$ cat src/pkg/mcss_pkg.sv
// Shared constants and carriers for the clock source selection block
package mcss_pkg;

   // Register offsets on the plain register port
   localparam logic [7:0] MCSS_SMR_OFS = 8'h00; // System mode register
   localparam logic [7:0] MCSS_TBC_OFS = 8'h01; // Time base control register

   // System mode register field positions
   localparam int MCSS_SMR_DIV_HI = 7; // Divide ratio select, top bit
   localparam int MCSS_SMR_DIV_LO = 5; // Divide ratio select, low bit
   localparam int MCSS_SMR_FSTEN = 4; // Fast start enable
   localparam int MCSS_SMR_SLOW_RDY = 3; // Slow oscillator ready, read only
   localparam int MCSS_SMR_FAST_RDY = 2; // Fast oscillator ready, read only
   localparam int MCSS_SMR_IDLE_EN = 1; // Idle enable
   localparam int MCSS_SMR_SPEED = 0; // Speed domain select

   // Reset values
   localparam logic [7:0] MCSS_SMR_RST = 8'h03; // Speed and idle set
   localparam logic [2:0] MCSS_DIV_RST = 3'h0; // Divide ratio at reset
   localparam logic MCSS_CRYSTAL_LOW_POWER_SELECT_RST = 1'b0; // Quick start after power on

   // Time base control register field position
   localparam int MCSS_TBC_CRYSTAL_LOW_POWER_SELECT = 0; // Crystal low power select

   // Writable bit masks (ready flags are read only)
   localparam logic [7:0] MCSS_SMR_WMASK = 8'hF3; // Writable bits
   localparam logic [7:0] MCSS_TBC_WMASK = 8'h01; // Writable bits

   // Divide ratio select codes
   localparam logic [2:0] MCSS_DIV_SLOW0 = 3'h0; // Slow clock
   localparam logic [2:0] MCSS_DIV_SLOW1 = 3'h1; // Slow clock
   localparam logic [2:0] MCSS_DIV_64 = 3'h2; // Fast / 64
   localparam logic [2:0] MCSS_DIV_32 = 3'h3; // Fast / 32
   localparam logic [2:0] MCSS_DIV_16 = 3'h4; // Fast / 16
   localparam logic [2:0] MCSS_DIV_8 = 3'h5; // Fast / 8
   localparam logic [2:0] MCSS_DIV_4 = 3'h6; // Fast / 4
   localparam logic [2:0] MCSS_DIV_2 = 3'h7; // Fast / 2

   // Prescaler width: log2 of the largest ratio
   localparam int MCSS_PRE_W = 6; // Counts up to 64
   localparam logic [1:0] MCSS_WDT_DIV_LAST = 2'h3; // System / 4

   // Fast source choice
   typedef enum logic [1:0] {
      MCSS_FAST_XTAL = 2'b00, // Fast crystal oscillator
      MCSS_FAST_RC = 2'b01, // Resistor capacitor oscillator
      MCSS_FAST_EXT = 2'b10, // External clock input
      MCSS_FAST_IRC = 2'b11 // Fast internal RC oscillator
   } mcss_fast_src_t;

   // Fast internal RC frequency choice
   localparam logic [1:0] MCSS_IRC_4MHZ = 2'h0; // 4 MHz
   localparam logic [1:0] MCSS_IRC_8MHZ = 2'h1; // 8 MHz
   localparam logic [1:0] MCSS_IRC_12MHZ = 2'h2; // 12 MHz

   // Configuration options, fixed at build or fuse time
   typedef struct packed {
      mcss_fast_src_t fast_src; // Fast clock source
      logic [1:0] irc_freq; // Fast internal RC frequency
      logic ext_filter_off; // Disable external clock noise filter
      logic slow_is_rc; // Slow clock: 0 crystal, 1 internal RC
      logic sub_is_rc; // Substitute clock: 0 crystal, 1 RC
      logic tbc_is_rc; // Time base clock: 0 crystal, 1 RC
      logic wdt_from_sys; // Watchdog: 0 substitute, 1 system / 4
      logic xt_pins_io; // Ask for crystal pins as plain I/O
   } mcss_cfg_t;

   // Oscillator ticks, one cycle enables synchronous to core_clk
   typedef struct packed {
      logic [3:0] fast; // One per fast source, by source code
      logic slow_xtal; // Slow crystal oscillator
      logic slow_rc; // Slow internal RC oscillator
   } mcss_osc_t;

   // Derived clock enables
   typedef struct packed {
      logic sys; // System clock
      logic sub; // Substitute clock
      logic time_base_control_register; // Time base clock
      logic wdt; // Watchdog clock
      logic tm; // Timer module clock
      logic lcd; // LCD clock
   } mcss_tick_t;

endpackage

$ cat src/hdl/mcss_top.sv
// Implementation choices: the plain strobed port and the address map.
`timescale 1ns/10ps
// Contract
// [RQ1] Crystal low power bit picks quick start or low power
// [RQ2] Power on clears crystal low power bit
// [RQ3] Software sets low power about 2 s later
// [RQ4] Slow crystal runs whatever low power setting
// [RQ5] System clock from fast path or slow clock
// [RQ6] Divided fast path ratio from 2 to 64
// [RQ7] Fast clock from one of four sources
// [RQ8] Slow clock from crystal or internal RC
// [RQ9] Substitute and time base clocks each selectable
// [RQ10] Substitute clock drives processor right after wake
// [RQ11] Slow selection stops the fast oscillator
// [RQ12] Watchdog from substitute or system divided four
// [RQ13] Time base clock feeds time base and timers
// [RQ14] LCD clocked from substitute clock
// [RQ15] Fast internal RC offers 4, 8, 12 MHz
// [RQ16] External clock filter can be disabled
// [RQ17] Unused crystal releases its two pins
// [RQ18] Codes 000/001 slow, 010 /64, 011 /32
// [RQ19] Source changes only at a clock boundary
module mcss_top import mcss_pkg::*; (
   input wire logic core_clk, // Block clock, 250 MHz
   input wire logic rst_n, // Asynchronous reset, active low
   input wire logic ce, // Clock enable, freezes all state
   input wire mcss_cfg_t cfg, // Configuration options
   input wire mcss_osc_t osc, // Oscillator ticks
   input wire logic fast_stable, // Fast oscillator has settled
   input wire logic slow_stable, // Slow oscillator has settled
   input wire logic wake, // Wake up event, one cycle
   input wire logic [7:0] reg_addr, // Register address
   input wire logic [7:0] reg_wdata, // Register write data
   input wire logic reg_wr, // Register write strobe
   input wire logic reg_rd, // Register read strobe
   output logic [7:0] reg_rdata, // Read data, cycle after strobe
   output mcss_tick_t tick, // Derived clock enables
   output logic fast_osc_en, // Fast oscillator enable
   output logic slow_xtal_en, // Slow crystal oscillator enable
   output logic slow_xtal_lp, // Slow crystal low power mode
   output logic [1:0] irc_freq_sel, // Fast internal RC frequency
   output logic ext_filter_en, // External clock noise filter on
   output logic xtal_pins_free, // Crystal pins are plain I/O
   output logic on_sub // Processor runs on substitute clock
);

   // Decode of the divide ratio select field, used for the path choice
   function automatic logic div_is_slow(input logic [2:0] code);
      div_is_slow = (code == MCSS_DIV_SLOW0) || (code == MCSS_DIV_SLOW1);
   endfunction

   // Log2 of the fast divide ratio for a given code
   function automatic logic [2:0] div_shift(input logic [2:0] code);
      case (code)
         MCSS_DIV_64: div_shift = 3'h6; // RQ18
         MCSS_DIV_32: div_shift = 3'h5; // RQ18
         MCSS_DIV_16: div_shift = 3'h4;
         MCSS_DIV_8: div_shift = 3'h3;
         MCSS_DIV_4: div_shift = 3'h2;
         MCSS_DIV_2: div_shift = 3'h1;
         default: div_shift = 3'h6;
      endcase
   endfunction

   // Wake handling states
   typedef enum logic [1:0] {
      MCSS_RUN = 2'b00, // Normal clocking
      MCSS_WAKE = 2'b01, // Substitute clock until the switch is on the chosen path
      MCSS_BAD = 2'b11 // Unused code, recovers to run
   } mcss_state_t;

   // Software registers
   logic [2:0] div_sel_ff; // Divide ratio select
   logic fast_start_ff; // Fast start enable
   logic idle_en_ff; // Idle enable
   logic speed_sel_ff; // Speed domain select
   logic crystal_low_power_select_ff; // Crystal low power select
   logic [7:0] rdata_ff; // Read data register

   // Clock state
   mcss_state_t state_ff; // Wake state
   mcss_state_t nxt_state; // Next wake state
   logic fast_rdy_ff; // Sampled fast ready flag
   logic slow_rdy_ff; // Sampled slow ready flag
   logic [1:0] wdt_cnt_ff; // System tick count for watchdog
   mcss_tick_t tick_ff; // Registered clock enables
   logic fast_en_ff; // Fast oscillator enable
   logic xtal_en_ff; // Slow crystal enable
   logic xtal_lp_ff; // Slow crystal low power output
   logic [1:0] irc_ff; // Fast RC frequency output
   logic filt_ff; // Filter enable output
   logic pins_ff; // Pin release output
   logic on_sub_ff; // Substitute clock in use

   // Combinational nets
   logic want_fast; // Software asks for the fast path
   logic [2:0] shift; // Prescaler shift
   logic fast_raw; // Tick of the chosen fast source
   logic slow_raw; // Slow clock tick
   logic sub_raw; // Substitute clock tick
   logic tbc_raw; // Time base clock tick
   logic fast_div; // Divided fast tick
   logic sw_on_fast; // Switch is on the fast path
   logic sw_tick; // Switch output tick
   logic sys_raw; // System tick before registering
   logic wdt_sys; // System divided by four
   logic xtal_used; // Slow crystal needed by any clock
   logic wr_smr; // Write to system mode register
   logic wr_tbc; // Write to time base control register
   logic [7:0] smr_view; // System mode register read view
   logic [7:0] tbc_view; // Time base control read view
   logic [7:0] nxt_rdata; // Read data selection
   logic [7:0] smr_wr_val; // Masked write to system mode register

   // Source selection, fixed by configuration
   assign fast_raw = osc.fast[cfg.fast_src]; // RQ7
   assign slow_raw = cfg.slow_is_rc ? osc.slow_rc : osc.slow_xtal; // RQ8
   assign sub_raw = cfg.sub_is_rc ? osc.slow_rc : osc.slow_xtal; // RQ9
   assign tbc_raw = cfg.tbc_is_rc ? osc.slow_rc : osc.slow_xtal; // RQ9

   // Speed bit high means undivided fast clock
   assign want_fast = speed_sel_ff || !div_is_slow(div_sel_ff); // RQ5
   assign shift = speed_sel_ff ? 3'h0 : div_shift(div_sel_ff); // RQ6

   // Slow crystal is needed if any clock takes it
   assign xtal_used = !cfg.slow_is_rc || !cfg.sub_is_rc
      || !cfg.tbc_is_rc;

   // Prescaler on the fast clock
   mcss_prescaler u_pre (
      .core_clk(core_clk),
      .rst_n(rst_n),
      .ce(ce),
      .run(fast_en_ff),
      .fast_tick(fast_raw),
      .shift(shift),
      .div_tick(fast_div)
   );

   // Boundary safe selection between fast path and slow clock
   mcss_switch u_sw (
      .core_clk(core_clk),
      .rst_n(rst_n),
      .ce(ce),
      .want_fast(want_fast),
      .fast_ok(fast_en_ff && fast_rdy_ff),
      .slow_tick(slow_raw),
      .fast_tick(fast_div),
      .on_fast(sw_on_fast),
      .sys_tick(sw_tick)
   );

   // After wake the substitute clock drives the processor
   assign sys_raw = (state_ff == MCSS_WAKE) ? sub_raw : sw_tick; // RQ10
   assign wdt_sys = sys_raw && (wdt_cnt_ff == MCSS_WDT_DIV_LAST);

   // Wake state: leave once the chosen path is actually clocking
   always_comb begin
      nxt_state = state_ff;
      case (state_ff)
         MCSS_RUN: begin
            if (wake) begin
               nxt_state = MCSS_WAKE; // RQ10
            end
         end
         MCSS_WAKE: begin
            // Wait for a settled fast path or stay on slow selection
            if ((want_fast && sw_on_fast) || (!want_fast && !sw_on_fast)) begin
               nxt_state = MCSS_RUN;
            end
         end
         default: begin
            nxt_state = MCSS_RUN;
         end
      endcase
   end

   // Register port decode
   assign wr_smr = reg_wr && (reg_addr == MCSS_SMR_OFS);
   assign wr_tbc = reg_wr && (reg_addr == MCSS_TBC_OFS);
   assign smr_wr_val = reg_wdata & MCSS_SMR_WMASK;
   assign smr_view = {div_sel_ff, fast_start_ff, slow_rdy_ff, fast_rdy_ff,
      idle_en_ff, speed_sel_ff};
   assign tbc_view = {7'h00, crystal_low_power_select_ff};
   // Unmapped addresses read zero
   assign nxt_rdata = (reg_addr == MCSS_SMR_OFS) ? smr_view :
      (reg_addr == MCSS_TBC_OFS) ? tbc_view : 8'h00;

   // Software registers; reset is the power on state
   always_ff @(posedge core_clk or negedge rst_n) begin
      if (!rst_n) begin
         div_sel_ff <= MCSS_DIV_RST;
         fast_start_ff <= MCSS_SMR_RST[MCSS_SMR_FSTEN];
         idle_en_ff <= MCSS_SMR_RST[MCSS_SMR_IDLE_EN];
         speed_sel_ff <= MCSS_SMR_RST[MCSS_SMR_SPEED];
         crystal_low_power_select_ff <= MCSS_CRYSTAL_LOW_POWER_SELECT_RST; // RQ2
      end else if (ce) begin
         if (wr_smr) begin
            div_sel_ff <= smr_wr_val[MCSS_SMR_DIV_HI:MCSS_SMR_DIV_LO];
            fast_start_ff <= smr_wr_val[MCSS_SMR_FSTEN];
            idle_en_ff <= smr_wr_val[MCSS_SMR_IDLE_EN];
            speed_sel_ff <= smr_wr_val[MCSS_SMR_SPEED];
         end
         if (wr_tbc) begin
            // Software may set this once the crystal has settled
            crystal_low_power_select_ff <= reg_wdata[MCSS_TBC_CRYSTAL_LOW_POWER_SELECT]; // RQ3
         end
      end
   end

   // Read data stands only in the cycle after the strobe
   always_ff @(posedge core_clk or negedge rst_n) begin
      if (!rst_n) begin
         rdata_ff <= 8'h00;
      end else if (ce) begin
         rdata_ff <= reg_rd ? nxt_rdata : 8'h00;
      end
   end

   // Oscillator ready flags and wake state
   always_ff @(posedge core_clk or negedge rst_n) begin
      if (!rst_n) begin
         fast_rdy_ff <= 1'b0;
         slow_rdy_ff <= 1'b0;
         state_ff <= MCSS_RUN;
      end else if (ce) begin
         // A stopped fast oscillator stops being reported ready one cycle after its enable drops
         fast_rdy_ff <= fast_stable && fast_en_ff;
         slow_rdy_ff <= slow_stable;
         state_ff <= nxt_state;
      end
   end

   // Oscillator controls. The fast oscillator starts as soon as it is
   // wanted but the switch waits for it to settle before moving.
   always_ff @(posedge core_clk or negedge rst_n) begin
      if (!rst_n) begin
         fast_en_ff <= 1'b1;
         xtal_en_ff <= 1'b0;
         xtal_lp_ff <= MCSS_CRYSTAL_LOW_POWER_SELECT_RST;
         irc_ff <= MCSS_IRC_4MHZ;
         filt_ff <= 1'b0;
         pins_ff <= 1'b0;
      end else if (ce) begin
         // Off once the switch has left it and it is not wanted
         fast_en_ff <= want_fast || sw_on_fast; // RQ11
         xtal_en_ff <= xtal_used; // RQ4
         xtal_lp_ff <= crystal_low_power_select_ff; // RQ1
         irc_ff <= cfg.irc_freq; // RQ15
         filt_ff <= (cfg.fast_src == MCSS_FAST_EXT)
            && !cfg.ext_filter_off; // RQ16
         pins_ff <= !xtal_used && cfg.xt_pins_io; // RQ17
      end
   end

   // Derived clock enables, registered so outputs come from flops
   always_ff @(posedge core_clk or negedge rst_n) begin
      if (!rst_n) begin
         tick_ff <= '0;
         wdt_cnt_ff <= 2'h0;
         on_sub_ff <= 1'b0;
      end else if (ce) begin
         if (sys_raw) begin
            wdt_cnt_ff <= wdt_cnt_ff + 2'h1;
         end
         tick_ff.sys <= sys_raw;
         tick_ff.sub <= sub_raw;
         tick_ff.time_base_control_register <= tbc_raw; // RQ13
         tick_ff.tm <= tbc_raw; // RQ13
         tick_ff.lcd <= sub_raw; // RQ14
         tick_ff.wdt <= cfg.wdt_from_sys ? wdt_sys : sub_raw; // RQ12
         on_sub_ff <= (nxt_state == MCSS_WAKE);
      end
   end

   // Outputs
   assign reg_rdata = rdata_ff;
   assign tick = tick_ff;
   assign fast_osc_en = fast_en_ff;
   assign slow_xtal_en = xtal_en_ff;
   assign slow_xtal_lp = xtal_lp_ff;
   assign irc_freq_sel = irc_ff;
   assign ext_filter_en = filt_ff;
   assign xtal_pins_free = pins_ff;
   assign on_sub = on_sub_ff;

endmodule // mcss_top

$ cat src/hdl/mcss_prescaler.sv
`timescale 1ns/10ps
// Fast clock prescaler: one enable per 2**shift fast ticks
module mcss_prescaler import mcss_pkg::*; (
   input wire logic core_clk, // Block clock
   input wire logic rst_n, // Asynchronous reset, active low
   input wire logic ce, // Clock enable, freezes state
   input wire logic run, // Fast oscillator running
   input wire logic fast_tick, // Fast clock tick
   input wire logic [2:0] shift, // Log2 of divide ratio, 0 to 6
   output logic div_tick // Divided fast tick, one cycle
);

   logic [MCSS_PRE_W-1:0] cnt_ff; // Free running fast tick count
   logic [MCSS_PRE_W-1:0] mask; // Low bits that must all be set
   logic [MCSS_PRE_W-1:0] nxt_cnt; // Next count

   // Mask of the low shift bits; shift 0 gives every tick
   assign mask = MCSS_PRE_W'((7'h01 << shift) - 7'h01);
   assign nxt_cnt = cnt_ff + 6'h01;
   // Ratio change lands on the shared counter, so no short period
   assign div_tick = fast_tick && run && ((cnt_ff & mask) == mask);

   // Count only while the oscillator runs so a restart begins clean
   always_ff @(posedge core_clk or negedge rst_n) begin
      if (!rst_n) begin
         cnt_ff <= 6'h00;
      end else if (ce) begin
         if (!run) begin
            cnt_ff <= 6'h00;
         end else if (fast_tick) begin
            cnt_ff <= nxt_cnt;
         end
      end
   end

endmodule // mcss_prescaler

$ cat src/hdl/mcss_switch.sv
`timescale 1ns/10ps
// Source switch that moves only right after a tick of the old source
module mcss_switch import mcss_pkg::*; (
   input wire logic core_clk, // Block clock
   input wire logic rst_n, // Asynchronous reset, active low
   input wire logic ce, // Clock enable, freezes state
   input wire logic want_fast, // Requested source: 1 fast path
   input wire logic fast_ok, // Fast path may be taken
   input wire logic slow_tick, // Slow clock tick
   input wire logic fast_tick, // Divided fast tick
   output logic on_fast, // Fast path in use
   output logic sys_tick // Selected tick
);

   logic on_fast_ff; // Current source
   logic cur_tick; // Tick of the current source
   logic move; // Switch now

   assign cur_tick = on_fast_ff ? fast_tick : slow_tick;
   // Move only on a boundary of the old source, never mid period
   assign move = cur_tick && (want_fast != on_fast_ff)
      && (fast_ok || !want_fast); // RQ19
   assign on_fast = on_fast_ff;
   assign sys_tick = cur_tick;

   // Selection register
   always_ff @(posedge core_clk or negedge rst_n) begin
      if (!rst_n) begin
         on_fast_ff <= 1'b0;
      end else if (ce && move) begin
         on_fast_ff <= want_fast; // RQ5
      end
   end

endmodule // mcss_switch

$ cat config.mk
export PLATFORM = sky130hd
export DESIGN_NAME = mcss_top
export DESIGN_NICKNAME = d
export VERILOG_FILES = /design/src/pkg/mcss_pkg.sv /design/src/hdl/mcss_top.sv /design/src/hdl/mcss_prescaler.sv /design/src/hdl/mcss_switch.sv
export SDC_FILE = /design/constraint.sdc
export NUM_CORES = 1
export LEC_CHECK = 0
export ABC_AREA = 1
export BUFFER_PORTS_ARGS = -buffer_cell sky130_fd_sc_hd__buf_2
export CELL_PAD_IN_SITES_DETAIL_PLACEMENT = 0
export CELL_PAD_IN_SITES_GLOBAL_PLACEMENT = 2
export CORE_AREA = 2 2 93 95
export DETAILED_ROUTE_END_ITERATION = 8
export DIE_AREA = 0 0 95 97
export PLACE_DENSITY = 0.73
export SLEW_MARGIN = 0
export SYNTH_ARGS = -nofsm -noshare
export SYNTH_HDL_FRONTEND = slang
export SYNTH_SLANG_ARGS = --single-unit
$ cat constraint.sdc
create_clock -name core_clk -period 4.5 [get_ports core_clk]
set_clock_uncertainty 0.2 [all_clocks]
set_input_delay 0.45 -clock core_clk [delete_from_list [all_inputs] [get_ports core_clk]]
set_output_delay 0.45 -clock core_clk [all_outputs]
set_load 0.02 [all_outputs]
### Word level (Yosys, flattened, before mapping)

Index checks and enable logic that the tools add are counted.

| word-level totals | value |
|---|---|
| register bits | 40 |
| input bits | 40 |

| cells by class | value |
|---|---|
| reductions and logical operators | 36 |
| bitwise logic cells | 1 |
| equality and inequality tests | 14 |
| mux-type cells | 18 |
| shift-type cells | 1 |
| $lt $le $gt $ge | 1 |
| add/sub/neg operators | 3 |

Operator list:

| operator | number |
|---|---|
| $mux 8 | 2 |
| $pmux 3 s5 | 1 |
| $logic_and 1x1->1 | 14 |
| $eq 3x3->1 const B | 4 |
| $mux 6 | 2 |
| $eq 8x1->1 const B | 1 |
| $logic_not 1->1 | 8 |
| $logic_not 8->1 | 1 |
| $mux 1 | 8 |
| $reduce_and 2->1 | 4 |
| $logic_or 1x1->1 | 7 |
| $add 6x1->6 const B | 1 |
| $and 6x6->6 | 1 |
| $eq 6x6->1 | 1 |
| $shl 1x3->6 const A | 1 |
| $sub 6x1->6 const B | 1 |
| $eq 2x1->1 const B | 2 |
| $eq 2x2->1 const B | 2 |
| $mux 2 | 2 |
| $pmux 2 s2 | 1 |
| $eq 3x1->1 const B | 1 |
| $eq 3x2->1 const B | 1 |
| $logic_not 3->1 | 1 |
| $lt 2x3->1 const B | 1 |
| other kinds (6) | 6 |

### Depth between registers and ports, before layout

| logic depth | value |
|---|---|
| depth after elaboration | 12 |
| depth in mapped cells | 15 |
| depth with buffers taken out | 15 |

### By module

From an unflattened synthesis, not the netlist that was laid out.

| unflattened totals | value |
|---|---|
| cells, all modules | 260 |
| area total of the unflattened synthesis | 2055.7 um2 |

Modules (own cells, without submodules):

| module | times used | cells an instance | area each (um2) |
|---|---|---|---|
| mcss_top | 1 | 192 | 1572.8 |
| mcss_prescaler | 1 | 55 | 402.9 |
| mcss_switch | 1 | 13 | 80.1 |

### Worst setup path after synthesis

No wires, ideal clock.

| timing | value |
|---|---|
| path type | reg-to-reg |
| start | register div_sel_ff[2] |
| end | register wdt_cnt_ff[0] |
| cell stages (with the launch flop) | 14 |
| setup time | 0.117 ns |
| data arrival time | 1.502 ns |
| required time | 4.183 ns |
| setup slack | 2.681 ns |
| path buffers | 0 |
| path through | dfrtp_1 -> inv_2 -> nor2_2 -> nand3_1 -> ha_1 -> o21ai_0 -> nor2_1 -> nand3_1 -> nor2_1 -> nand2_2 -> nand3_2 -> nand2_2 -> nand2_1 -> nand2_1 |

| on the way | value |
|---|---|
| longest elaborated chain between the ends | 11 |
| elaborated cells on any way between the ends | 15 |

Ends and longest elaborated chain:

| item | line | source |
|---|---|---|
| start, declared | mcss_top.sv:73 | `logic [2:0] div_sel_ff;` |
| start signal, assigned | mcss_top.sv:199 | `div_sel_ff <= smr_wr_val[MCSS_SMR_DIV_HI:MCSS_SMR_DIV_LO];` |
| $eq 3x3->1 / $eq 3x2->1 (equally long branches) | mcss_top.sv:54 | `case (code)` |
| $pmux 3 s5 (*) | mcss_top.sv:54 |  |
| $mux 3 (*) | mcss_top.sv:123 | `assign shift = speed_sel_ff ? 3'h0 : div_shift(div_sel_ff);` |
| $shl 1x3->6 (*) | mcss_prescaler.sv:18 | `assign mask = MCSS_PRE_W'((7'h01 << shift) - 7'h01);` |
| $sub 6x1->6 (*) | mcss_prescaler.sv:18 |  |
| $and 6x6->6 | mcss_prescaler.sv:21 | `assign div_tick = fast_tick && run && ((cnt_ff & mask) == mask);` |
| $eq 6x6->1 (*) | mcss_prescaler.sv:21 |  |
| $logic_and 1x1->1 (*) | mcss_prescaler.sv:21 |  |
| $mux 1 (*) | mcss_switch.sv:19 | `assign cur_tick = on_fast_ff ? fast_tick : slow_tick;` |
| $mux 1 (*) | mcss_top.sv:154 | `assign sys_raw = (state_ff == MCSS_WAKE) ? sub_raw : sw_tick;` |
| $reduce_and 2->1 (no source line) (*) | n/a |  |
| end signal, assigned | mcss_top.sv:264 | `wdt_cnt_ff <= wdt_cnt_ff + 2'h1;` |
| end, declared | mcss_top.sv:85 | `logic [1:0] wdt_cnt_ff;` |

Mark *: on every way between the ends. The rest lies on a longest branch, timed or not.
A chain may end at the register's enable or synchronous reset.

### Worst setup path in the final report

Same ends and word-level chain as after synthesis.

==> flow_metrics.tcl <==
set metrics [dict create \
    path_buf_inv 1 \
    ys.flop_type "dfrtp_1" \
    setup_tns_ns 0 \
    critical_path.startpoint "div_sel_ff[2]" \
    r2r_setup_slack_ns 2.47 \
    drc_errors 0 \
    drive_gt1_frac 0.3114 \
    required_ns 4.50 \
    drtPass1Iterations 3 \
    holdBufCountCts 0 \
    synth_top_cells_by_count "nand2_1 (60), dfrtp_1 (37), inv_1 (24)" \
    slowest_stage "dfrtp_1" \
    postPlaceCellArea_sq_um 2377 \
    yosys.area.top_type_share 0.4672 \
    status "completed" \
    grt_max_degree 41 \
    tightest_slew_ns 0.9441 \
    endpoint "wdt_cnt_ff[0]" \
    syn_avg_cell_area_sq_um 8.693 \
    diodes 0 \
    clkLatencyLatePin_ns 0.30 \
    slew_violations 0 \
    met2_usage 0.1817 \
    grt_overflow 0 \
    drtAntennaViolNets 0 \
    chipHeight_um 97 \
    post_cts_buffers 0 \
    path_delay_family "simple AND/OR/NAND/NOR gates" \
    cp_max_fo 4 \
    slew-limit-headroom 0.3706 \
    cts_tree "done" \
    synth_largest_area_cell "dfrtp_1" \
    grt_use_total 0.1145 \
    yosysSeqAreaShare 0.5069 \
    synth.most_common_cell "nand2_1" \
    r2r-start "div_sel_ff[2]" \
    cp-start-kind "flip-flop" \
    finalCritPeriodShare 0.4502 \
    vias 1694 \
    hold_viol_final 0 \
    total_leakage_power_nw 1.313 \
    grt_use_met3 0.03271 \
    async_flop_share 1.000 \
    netlist_area_sq_um 1982 \
    synthTopCellsByArea "dfrtp_1 (47%), nand2_1 (11%), inv_1 (4.5%), dfstp_2 (4.0%), nand3_1 (3.8%)" \
    place_hpwl_mm 3.601 \
    cts.clk_slew.worst_paths_ns 0.09 \
    setup_violations 0 \
    num_io_pins 62 \
    synth.distinct_cells 31 \
    dieArea_sq_um 9215 \
    place.gp.congestion 0.7079 \
    slowest_delay_ns 0.39 \
    avgViaCountPerCell 4.299 \
    antenna_found_initial 0 \
    rows 33 \
    h-tree-depth 2 \
    initial_core_util 0.2437 \
    post-route-util 0.3064 \
    finalNonFillerCells 394 \
    r2r_cells 13 \
    cts_made_buffers 5 \
    fmax_mhz 493.6 \
    syn_inst 228 \
    place_inst 386 \
    clockBufferDepth 2 \
    period_minus_slack_ns 2.026 \
    final_area_sq_um 2492 \
    die_w_um 95 \
    timing.rr.end "wdt_cnt_ff[0]" \
    timing.hold.ws_ns 0.09119 \
    synth_warnings 0 \
    arrival_ns 2.02 \
    cts_sinks 40 \
    clockRootBuffer "clkbuf_8" \
    cp.depth 13 \
    drt_wl_total_mm 4.953 \
    syn2layout_area_growth_pct 25.76 \
    grt_pass1_vias 1742 \
    cts-resized-gates 0 \
    grt_setup_unrepaired "false" \
    grt_pass1_wl_mm 8.321 \
    synth-edff-count 0 \
    gr-usage-met1 0.1481 \
    p_per_area_nw_per_um2 375.9 \
    final_net_count 332 \
    vdd_ir_drop_max_v 0.0001194 \
    avgRoutedWirePerCell_um 12.57 \
    ys_ff_latch 40 \
    grt-busiest-layer "met2" \
    synth_nets 272 \
    crit_chain "inv_2, nor2_2, nand3_1, ha_1, o21ai_0, nor2_1, nand3_1, nor2_1, nand2_2, nand3_2, nand2_2, nand2_1, nand2_1" \
    path_class "flip-flop to flip-flop" \
    drv_cap 0 \
    end_kind "flip-flop" \
    fp.coreArea_sq_um 8134 \
    drt-initial-drc-count 84 \
    portBuffers 59 \
    min-delay-path-class "input port to asynchronous set/reset pin" \
]
power breakdown:
part | internal (mW) | switching (mW) | total [mW] | leakage (nW)
registers | 0.403 | 0.0329 | 0.436 | 0.497
logic | 0.0719 | 0.118 | 0.190 | 0.762
clock network | 0.167 | 0.143 | 0.311 | 0.0548
total | 0.642 | 0.295 | 0.937 | 1.31
layer usage:
layer,routed length (um),vias to the layer above
li1,-,869
met2,2283,26
met5,0,-
met3,210,9
met4,68,0
met1,2391,790
sequential cells by signal, summed over array words and instances, names as in the netlist:
name / count
reg_rdata: 8
u_pre.cnt_ff: 6
tick: 4
div_sel_ff: 3
irc_freq_sel: 2
state_ff: 2
wdt_cnt_ff: 2
crystal_low_power_select_ff: 1
ext_filter_en: 1
fast_osc_en: 1
fast_rdy_ff: 1
fast_start_ff: 1
idle_en_ff: 1
on_sub: 1
slow_rdy_ff: 1
slow_xtal_en: 1
slow_xtal_lp: 1
speed_sel_ff: 1
u_sw.on_fast: 1
xtal_pins_free: 1
layout make-up:
cell class,instances,area (sq um)
Timing Repair Buffer,59,295.3
Multi-Input combinational cell,154,840.8
Clock buffer,5,68.82
Tap cell,105,131.4
Clock inverter,3,46.29
Fill cell,875,5642
Inverter,28,105.1
Sequential cell,40,1005
how the worst min path moves through the flow:
| stage | slack, ns | end | cells past startpoint |
|---|---|---|---|
| 2_1_floorplan | -0.05 | crystal_low_power_select_ff | 0 |
| 4_1_cts | 0.12 | reg_rdata[0] | 1 |
| 3_3_place_gp | 0.26 | slow_rdy_ff | 2 |
| 5_1_grt | 0.14 | irc_freq_sel[1] | 3 |
| 3_5_place_dp | 0.26 | irc_freq_sel[1] | 2 |
| 6_report | 0.09 | reg_rdata[0] | 1 |
worst register-to-register path, cell delays in order, from the launching register on:
cell	delay, ns
dfrtp_1	0.39
inv_2	0.07
nor2_2	0.14
nand3_1	0.11
ha_1	0.28
o21ai_0	0.06
nor2_1	0.11
nand3_1	0.07
nor2_1	0.11
nand2_2	0.08
nand3_2	0.11
nand2_2	0.08
nand2_1	0.07
nand2_1	0.04
stage by stage:
| step | total power, mW | worst slack (ns) |
|---|---|---|
| 6_report | 0.9368 | 2.474 |
| 5_1_grt | 1.001 | 2.291 |
| 4_1_cts | 0.9556 | 2.456 |
| 3_5_place_dp | 0.6375 | 2.456 |
| 3_3_place_gp | 0.6353 | 2.469 |
| 2_1_floorplan | 0.5665 | 2.681 |
layout by cell type, fill, tap and decap left out, drive strengths merged, types with 5 or more instances in the layout:
cell type  netlist  final
nand2           64     64
o21ai           13     13
nor2            21     21
a32o             7      7
a21oi           10     10
buf              2     59
dfrtp           37     37
nand3           17     17
clkbuf           4      5
inv             28     29
cells by family (layout without fill, tap and decap cells):
kind of cell,count (synthesis),count (layout),share of synthesized area
fa+ha+maj,4,4,0.02525
compound gates,36,36,0.1181
mux,3,3,0.02273
simple gates,111,111,0.2582
buf+inv,34,95,0.06881
flops,40,40,0.5069
(Power assumes the default switching activity.)
